File: config.mk
export PLATFORM = sky130hd
export DESIGN_NAME = sild_driver
export DESIGN_NICKNAME = d
export VERILOG_FILES = /design/src/hw/sild_pkg.sv /design/src/hw/sild_driver.sv /design/src/hw/sild_fifo.sv
export SDC_FILE = /design/constraint.sdc
export NUM_CORES = 1
export LEC_CHECK = 0
export BUFFER_PORTS_ARGS = -buffer_cell sky130_fd_sc_hd__buf_2
export CELL_PAD_IN_SITES_DETAIL_PLACEMENT = 0
export CELL_PAD_IN_SITES_GLOBAL_PLACEMENT = 1
export CORE_MARGIN = 5
export CORE_UTILIZATION = 40
export DETAILED_ROUTE_END_ITERATION = 6
export GPL_TIMING_DRIVEN = 0
export HOLD_SLACK_MARGIN = 0.05
export PLACE_DENSITY = 0.68
export SYNTH_ARGS = -nofsm -noshare
export SYNTH_HDL_FRONTEND = slang
export SYNTH_HIERARCHICAL = 1
export SYNTH_SLANG_ARGS = --single-unit
File: constraint.sdc
create_clock -name i_sys_clk -period 6.8 [get_ports i_sys_clk]
set_input_delay 0.68 -clock i_sys_clk [delete_from_list [all_inputs] [get_ports i_sys_clk]]
set_output_delay 0.68 -clock i_sys_clk [all_outputs]
set_load 0.02 [all_outputs]
File: src/hw/sild_pkg.sv
// constants shared by the serial-in latched driver logic
`default_nettype none
package sild_pkg;
   localparam int          SILD_STAGES          = 32;
   localparam int          SILD_FIFO_DEPTH      = 8;
   localparam int          SILD_CLK_PERIOD_NS   = 5;
   // least gap from last serial clock edge to strobe, kept by the host
   localparam int          SILD_STROBE_SETUP_NS = 100;
   localparam int          SILD_STROBE_SETUP_CYC =
      (SILD_STROBE_SETUP_NS + SILD_CLK_PERIOD_NS - 1) / SILD_CLK_PERIOD_NS;
   localparam logic [31:0] SILD_SHIFT_RESET     = 32'h0000_0000;
   localparam logic [31:0] SILD_LATCH_RESET     = 32'h0000_0000;
   localparam logic [31:0] SILD_SINK_OFF        = 32'h0000_0000;
endpackage
`default_nettype wire

File: src/hw/sild_driver.sv
// serial-in shift register with transparent latches and gated sink outputs
// Notes on behaviour
// - rising serial clock captures data into the queue feeding stage one, unless the queue is full
// - stages shift toward serial output; output shows last
// - strobe high copies each stage into latch
// - latches stay transparent while strobe stays high
// - enable low turns every sink output off
// - enable changes never touch latch contents
// - enable high makes outputs follow their latches
// - thirty-two stages, latches and sink outputs
`default_nettype none
module sild_driver
   import sild_pkg::*;
#(
   parameter int STAGES     = SILD_STAGES,
   parameter int FIFO_DEPTH = SILD_FIFO_DEPTH
) (
   input  wire logic              i_sys_clk,
   input  wire logic              i_reset,
   input  wire logic              i_serial_clk,
   input  wire logic              i_serial_data,
   input  wire logic              i_strobe,
   input  wire logic              i_out_enable,
   input  wire logic              i_hold,
   output logic                   o_in_ready,
   output logic                   o_serial_out,
   output logic [STAGES-1:0]      o_sink_on
);
   // ----------------------------------------
   // pin synchronisers
   // ----------------------------------------
   logic [1:0] sclk_sync_reg;
   logic [1:0] sdi_sync_reg;
   logic [1:0] stb_sync_reg;
   logic [1:0] oe_sync_reg;
   logic       sclk_prev_reg;
   logic       sdi_prev_reg;

   always_ff @(posedge i_sys_clk) begin
      if (i_reset) begin
         sclk_sync_reg <= 2'h0;
         sdi_sync_reg  <= 2'h0;
         stb_sync_reg  <= 2'h0;
         oe_sync_reg   <= 2'h0;
      end else begin
         sclk_sync_reg <= {sclk_sync_reg[0], i_serial_clk};
         sdi_sync_reg  <= {sdi_sync_reg[0], i_serial_data};
         stb_sync_reg  <= {stb_sync_reg[0], i_strobe};
         oe_sync_reg   <= {oe_sync_reg[0], i_out_enable};
      end
   end

   // data delayed one more stage so it pairs with the clock sample before the edge
   always_ff @(posedge i_sys_clk) begin
      if (i_reset) begin
         sclk_prev_reg <= 1'b0;
         sdi_prev_reg  <= 1'b0;
      end else begin
         sclk_prev_reg <= sclk_sync_reg[1];
         sdi_prev_reg  <= sdi_sync_reg[1];
      end
   end

   logic sclk_rise;
   logic strobe_s;
   logic oe_s;

   assign sclk_rise = sclk_sync_reg[1] && !sclk_prev_reg;
   assign strobe_s  = stb_sync_reg[1];
   assign oe_s      = oe_sync_reg[1];

   // ----------------------------------------
   // captured bit queue
   // ----------------------------------------
   // absorbs bursts while i_hold pauses shifting; a bit arriving when full is lost
   logic fifo_valid;
   logic fifo_bit;
   logic shift_pop;

   assign shift_pop = fifo_valid && !i_hold;

   sild_fifo #(
      .WIDTH (1),
      .DEPTH (FIFO_DEPTH)
   ) u_fifo (
      .i_sys_clk   (i_sys_clk),
      .i_reset     (i_reset),
      .i_in_valid  (sclk_rise),
      .o_in_ready  (o_in_ready),
      .i_in_data   (sdi_prev_reg),
      .o_out_valid (fifo_valid),
      .i_out_ready (!i_hold),
      .o_out_data  (fifo_bit)
   );

   // ----------------------------------------
   // shift register
   // ----------------------------------------
   logic [STAGES-1:0] shift_reg;
   logic [STAGES-1:0] latch_reg;
   logic [STAGES-1:0] sink_reg;

   always_ff @(posedge i_sys_clk) begin
      if (i_reset) begin
         shift_reg <= SILD_SHIFT_RESET[STAGES-1:0];
      end else if (shift_pop) begin
         shift_reg <= {shift_reg[STAGES-2:0], fifo_bit};
      end
   end

   assign o_serial_out = shift_reg[STAGES-1];

   // ----------------------------------------
   // latches and output gate
   // ----------------------------------------
   // strobe alone steers the latches, enable is not in this path
   always_ff @(posedge i_sys_clk) begin
      if (i_reset) begin
         latch_reg <= SILD_LATCH_RESET[STAGES-1:0];
      end else if (strobe_s) begin
         latch_reg <= shift_reg;
      end
   end

   // registered, so a half-synced enable never reaches the sink bank
   always_ff @(posedge i_sys_clk) begin
      if (i_reset) begin
         sink_reg <= SILD_SINK_OFF[STAGES-1:0];
      end else if (oe_s) begin
         sink_reg <= latch_reg;
      end else begin
         sink_reg <= SILD_SINK_OFF[STAGES-1:0];
      end
   end

   assign o_sink_on = sink_reg;
endmodule
`default_nettype wire

File: src/hw/sild_fifo.sv
// small flip-flop fifo with valid/ready on both sides
`default_nettype none
module sild_fifo
   import sild_pkg::*;
#(
   parameter int WIDTH = 1,
   parameter int DEPTH = SILD_FIFO_DEPTH
) (
   input  wire logic             i_sys_clk,
   input  wire logic             i_reset,
   input  wire logic             i_in_valid,
   output logic                  o_in_ready,
   input  wire logic [WIDTH-1:0] i_in_data,
   output logic                  o_out_valid,
   input  wire logic             i_out_ready,
   output logic      [WIDTH-1:0] o_out_data
);
   localparam int AW = (DEPTH > 1) ? $clog2(DEPTH) : 1;

   logic [WIDTH-1:0] mem_reg [DEPTH];
   logic [AW-1:0]    wr_ptr_reg;
   logic [AW-1:0]    rd_ptr_reg;
   logic [AW:0]      count_reg;
   logic             push;
   logic             pop;

   function automatic logic [AW-1:0] ptr_inc(input logic [AW-1:0] p);
      return (p == AW'(DEPTH - 1)) ? '0 : AW'(p + 1'b1);
   endfunction

   assign o_in_ready  = (count_reg != (AW+1)'(DEPTH));
   assign o_out_valid = (count_reg != '0);
   assign o_out_data  = mem_reg[rd_ptr_reg];
   assign push        = i_in_valid && o_in_ready;
   assign pop         = o_out_valid && i_out_ready;

   always_ff @(posedge i_sys_clk) begin
      if (push) begin
         mem_reg[wr_ptr_reg] <= i_in_data;
      end
   end

   always_ff @(posedge i_sys_clk) begin
      if (i_reset) begin
         wr_ptr_reg <= '0;
         rd_ptr_reg <= '0;
         count_reg  <= '0;
      end else begin
         if (push) begin
            wr_ptr_reg <= ptr_inc(wr_ptr_reg);
         end
         if (pop) begin
            rd_ptr_reg <= ptr_inc(rd_ptr_reg);
         end
         if (push && !pop) begin
            count_reg <= count_reg + 1'b1;
         end else if (pop && !push) begin
            count_reg <= count_reg - 1'b1;
         end
      end
   end
endmodule
`default_nettype wire

==> key figures <==
STA
  – Final Hold Slack: 0.436 ns
  – Final hold viol count: 0
  – Setup-failing EPs final: 0
  – Slew of the pin with the lowest slew margin: 0.584 ns
  – Achievable Freq: 0.363 GHz
  – Worst slew margin relative to its limit: 61.1%
  – RSZ-0062 raised after global routing: false
  – Number of pins exceeding their max-slew limit in the final report: 0
  – Portion of the clock cycle consumed by the worst path in the final layout: 40.5%
  – Worst clock skew on the final layout: 0.00739 ns
  – Fin worst setup slack: 4.04 ns
  – Final TNS setup: 0 ns
  – Clock period minus final worst setup slack: 2.76 ns

Floorplan
  – Cell Rows: 39
  – Area inside the core boundary: 11300 sq um
  – Area enclosed by the die boundary: 13600 sq um
  – Floorplan die width: 117 um
  – Starting utilization of the core area: 40.3%
  – Chip height: 117 um
  – I/O pins: 41

Synth
  – Leading register cell type out of synthesis: sky130_fd_sc_hd__dfxtp_1
  – Synth top area cells: sky130_fd_sc_hd__dfxtp_1 52%, sky130_fd_sc_hd__mux2i_1 14%, sky130_fd_sc_hd__edfxtp_1 5.3%, sky130_fd_sc_hd__nand2b_1 4.5%, sky130_fd_sc_hd__and2_1 4.4%
  – Largest area contributor in the synthesized netlist: sky130_fd_sc_hd__dfxtp_1
  – Number of enable flip-flop cells after synthesis: 8
  – Share of synthesized registers carrying an async set or reset: 0%
  – Synthesized area per cell: 11.8 sq um
  – Post-synthesis net count: 401
  – Number of cells produced by synthesis: 386
  – Synthesis-stage register bit count: 127
  – Mapped cell area: 4550 sq um
  – Count of unique library cells instantiated by Yosys: 40
  – Share of synthesized area occupied by flip-flops and latches: 57.7%
  – Count of warnings emitted by yosys: 6
  – Area share of the leading cell type in the synthesized netlist: 52.4%

GRT
  – GRT Residual Overflow: 0
  – Maximum number of pins on one net before global-route repair: 17
  – Number of global-route vias before repair: 2710
  – Total track usage: 12.3%
  – Antenna violations before repair: 0
  – Global-route wire length before repair: 12800 um

CTS
  – Total clock buffers created by CTS: 17
  – Number of instances resized during post-cts repair: 0
  – # H-tree levels: 4
  – Setup bufs post-CTS: 0
  – Maximum buffer depth of the clock tree: 2
  – CTS clock-pin slew for the worst setup and hold paths: 0.06 ns
  – Worst-Skew Late Latency: 0.41 ns
  – CTS sink cnt: 127
  – Master cell of the clock root buffer: sky130_fd_sc_hd__clkbuf_16
  – TritonCTS clock tree: done
  – Hold-fix buffers, CTS: 0

Route
  – Via density per instance: 4.43
  – Routed met2 length: 3420 um
  – Antenna violation net count after detailed routing: 0
  – Average wire per standard cell: 12.3 um
  – Met1 wire length: 3540 um
  – Total via count after detailed routing: 2662
  – Residual DRC count: 0
  – Routed length on met3: 311 um
  – Drt pass-1 iters: 5
  – Overall routed net length: 7410 um
  – Detailed Route Iter0 Violations: 133
  – Top layer used by detailed routing: met4

Final layout
  – Fraction of final layout cells sized beyond drive strength 1: 23.4%
  – Final std cells w/o fill: 601
  – Fin nets: 460
  – Commonest cells after routing, fill and taps aside: 119 x sky130_fd_sc_hd__dfxtp_1, 64 x sky130_fd_sc_hd__mux2i_1, 41 x sky130_fd_sc_hd__nor2_1, 41 x sky130_fd_sc_hd__buf_2, 33 x sky130_fd_sc_hd__nand2b_1
  – Area of all placed cells without fillers: 5670 sq um
  – Most common cell after layout, fill and taps aside: sky130_fd_sc_hd__dfxtp_1
  – Relative area change from synthesis to final layout: 24.6%
  – Antenna cell count: 0

Worst setup path
  – CP startpoint: u_fifo/count_reg[1]
  – Setup crit start kind: flop
  – Critical path required time: 7.09 ns
  – Start of the worst register-to-register path: u_fifo/count_reg[1]
  – Arrival time reported for the critical path endpoint: 3.05 ns
  – Critical Path Sink: u_fifo/count_reg[3]
  – CP max FO: 9
  – Slack of the worst reg-to-reg path: 4.04 ns
  – Critical path endpoint category: flop
  – Reg2reg path depth: 10
  – Crit path kind: flop to flop
  – Capture instance of the worst register-to-register path: u_fifo/count_reg[3]

Power and ir drop
  – Logic gate share of total power: 13.4%
  – Power share of the clock group: 50.3%
  – Worst vdd ir: 0.000188 V
  – Switching part of the total: 22.2%
  – Pwr Density: 388 nW/um^2
  – Leakage component of the power: 0.00231 uW
  – P_int: 1710 uW
  – Sequential share of power: 36.3%
  – Net Sw Power: 488 uW

Place
  – HPWL after DPL: 4910 um
  – Placement Setup Slack: 4.07 ns
  – IO Port Bufs: 40
  – Placed cell area: 4930 sq um
  – Placed Cells: 569
  – Routability-driven placement congestion ratio: 0.715

Worst hold path
  – Classification of the worst-slack hold path: flop to flop

Flow run
  – Max-capacitance violation count: 0

Run status
  – Status: finished, final reports clean
==> power groups by stage <==
stage                     combinational [uW]  sequential, uW  clock, uW
after floorplan                          256             809          0
after global placement                   295             814          0
after detailed placement                 299             815          0
after CTS                                299             799       1130
after global routing                     323             804       1160
final                                    296             799       1110
==> cells in the mapped netlist (2+ instances only) <==
library cell	number
sky130_fd_sc_hd__nor3_1	4
sky130_fd_sc_hd__mux4_2	2
sky130_fd_sc_hd__nand2_1	9
sky130_fd_sc_hd__buf_4	7
sky130_fd_sc_hd__clkbuf_2	3
sky130_fd_sc_hd__inv_1	2
sky130_fd_sc_hd__nand2_4	2
sky130_fd_sc_hd__a21oi_1	4
sky130_fd_sc_hd__nand2b_1	33
sky130_fd_sc_hd__mux2i_1	64
sky130_fd_sc_hd__buf_12	3
sky130_fd_sc_hd__dfxtp_1	119
sky130_fd_sc_hd__nor2_1	41
sky130_fd_sc_hd__edfxtp_1	8
sky130_fd_sc_hd__mux2_2	2
sky130_fd_sc_hd__ha_1	7
sky130_fd_sc_hd__and2_1	32
sky130_fd_sc_hd__a21oi_2	4
sky130_fd_sc_hd__buf_6	3
sky130_fd_sc_hd__nand3_1	3
sky130_fd_sc_hd__nor2b_1	12
sky130_fd_sc_hd__clkbuf_1	4
==> per-stage QoR <==
stage / util [%] / total power, uW
after floorplan: - / 1070
after global placement: 43.7 / 1110
after detailed placement: 43.7 / 1110
after CTS: 50.3 / 2230
after global routing: 50.3 / 2290
final: 50.3 / 2200
==> logic make-up (layout without fill, tap and decap cells) <==
logic type / after synthesis / in the layout / share of synthesized area (%)
XOR/XNOR: 2 / 2 / 0.385
adder cells (fa/ha/maj): 8 / 8 / 2.37
flip-flops: 127 / 127 / 57.7
buffers and inverters: 24 / 96 / 4.24
AO/OA/AOI/OAI: 11 / 11 / 1.62
AND/OR/NAND/NOR: 146 / 146 / 18.2
multiplexers: 68 / 68 / 15.6
==> routing by layer <==
metal / global-route usage (%) / vias up
met5: 0 / -
met3: 4.51 / 11
met1: 15.1 / 1204
met4: 6.42 / 0
met2: 19.0 / 42
li1: - / 1405
==> final cells by class <==
type / count / area, sq um
repair buffers: 40 / 200
clock inverters: 12 / 249
well taps: 143 / 179
inverters: 3 / 11.3
clock buffers: 20 / 489
fillers: 1002 / 5610
flip-flops and latches: 127 / 2620
plain buffers: 21 / 181
multi-input cells: 235 / 1730
==> worst min-delay path by stage <==
stage                                 from                to  cells after the start
after floorplan             oe_sync_reg[0]    oe_sync_reg[1]                      1
after global routing      sclk_sync_reg[0]  sclk_sync_reg[1]                      1
after CTS                 sclk_sync_reg[0]  sclk_sync_reg[1]                      1
final                      sdi_sync_reg[1]      sdi_prev_reg                      1
after detailed placement  sclk_sync_reg[0]  sclk_sync_reg[1]                      1
after global placement     sdi_sync_reg[1]      sdi_prev_reg                      1
==> worst max-delay path: stages, from the launching register on <==
cell	delay, ns
sky130_fd_sc_hd__dfxtp_1	0.36
sky130_fd_sc_hd__or4b_4	0.59
sky130_fd_sc_hd__nand2_4	0.14
sky130_fd_sc_hd__inv_2	0.07
sky130_fd_sc_hd__ha_1	0.21
sky130_fd_sc_hd__inv_1	0.13
sky130_fd_sc_hd__ha_1	0.28
sky130_fd_sc_hd__a21oi_1	0.21
sky130_fd_sc_hd__a211oi_1	0.10
sky130_fd_sc_hd__a31oi_1	0.21
sky130_fd_sc_hd__mux2_2	0.35
No activity file was read; power rests on OpenSTA's default activity.
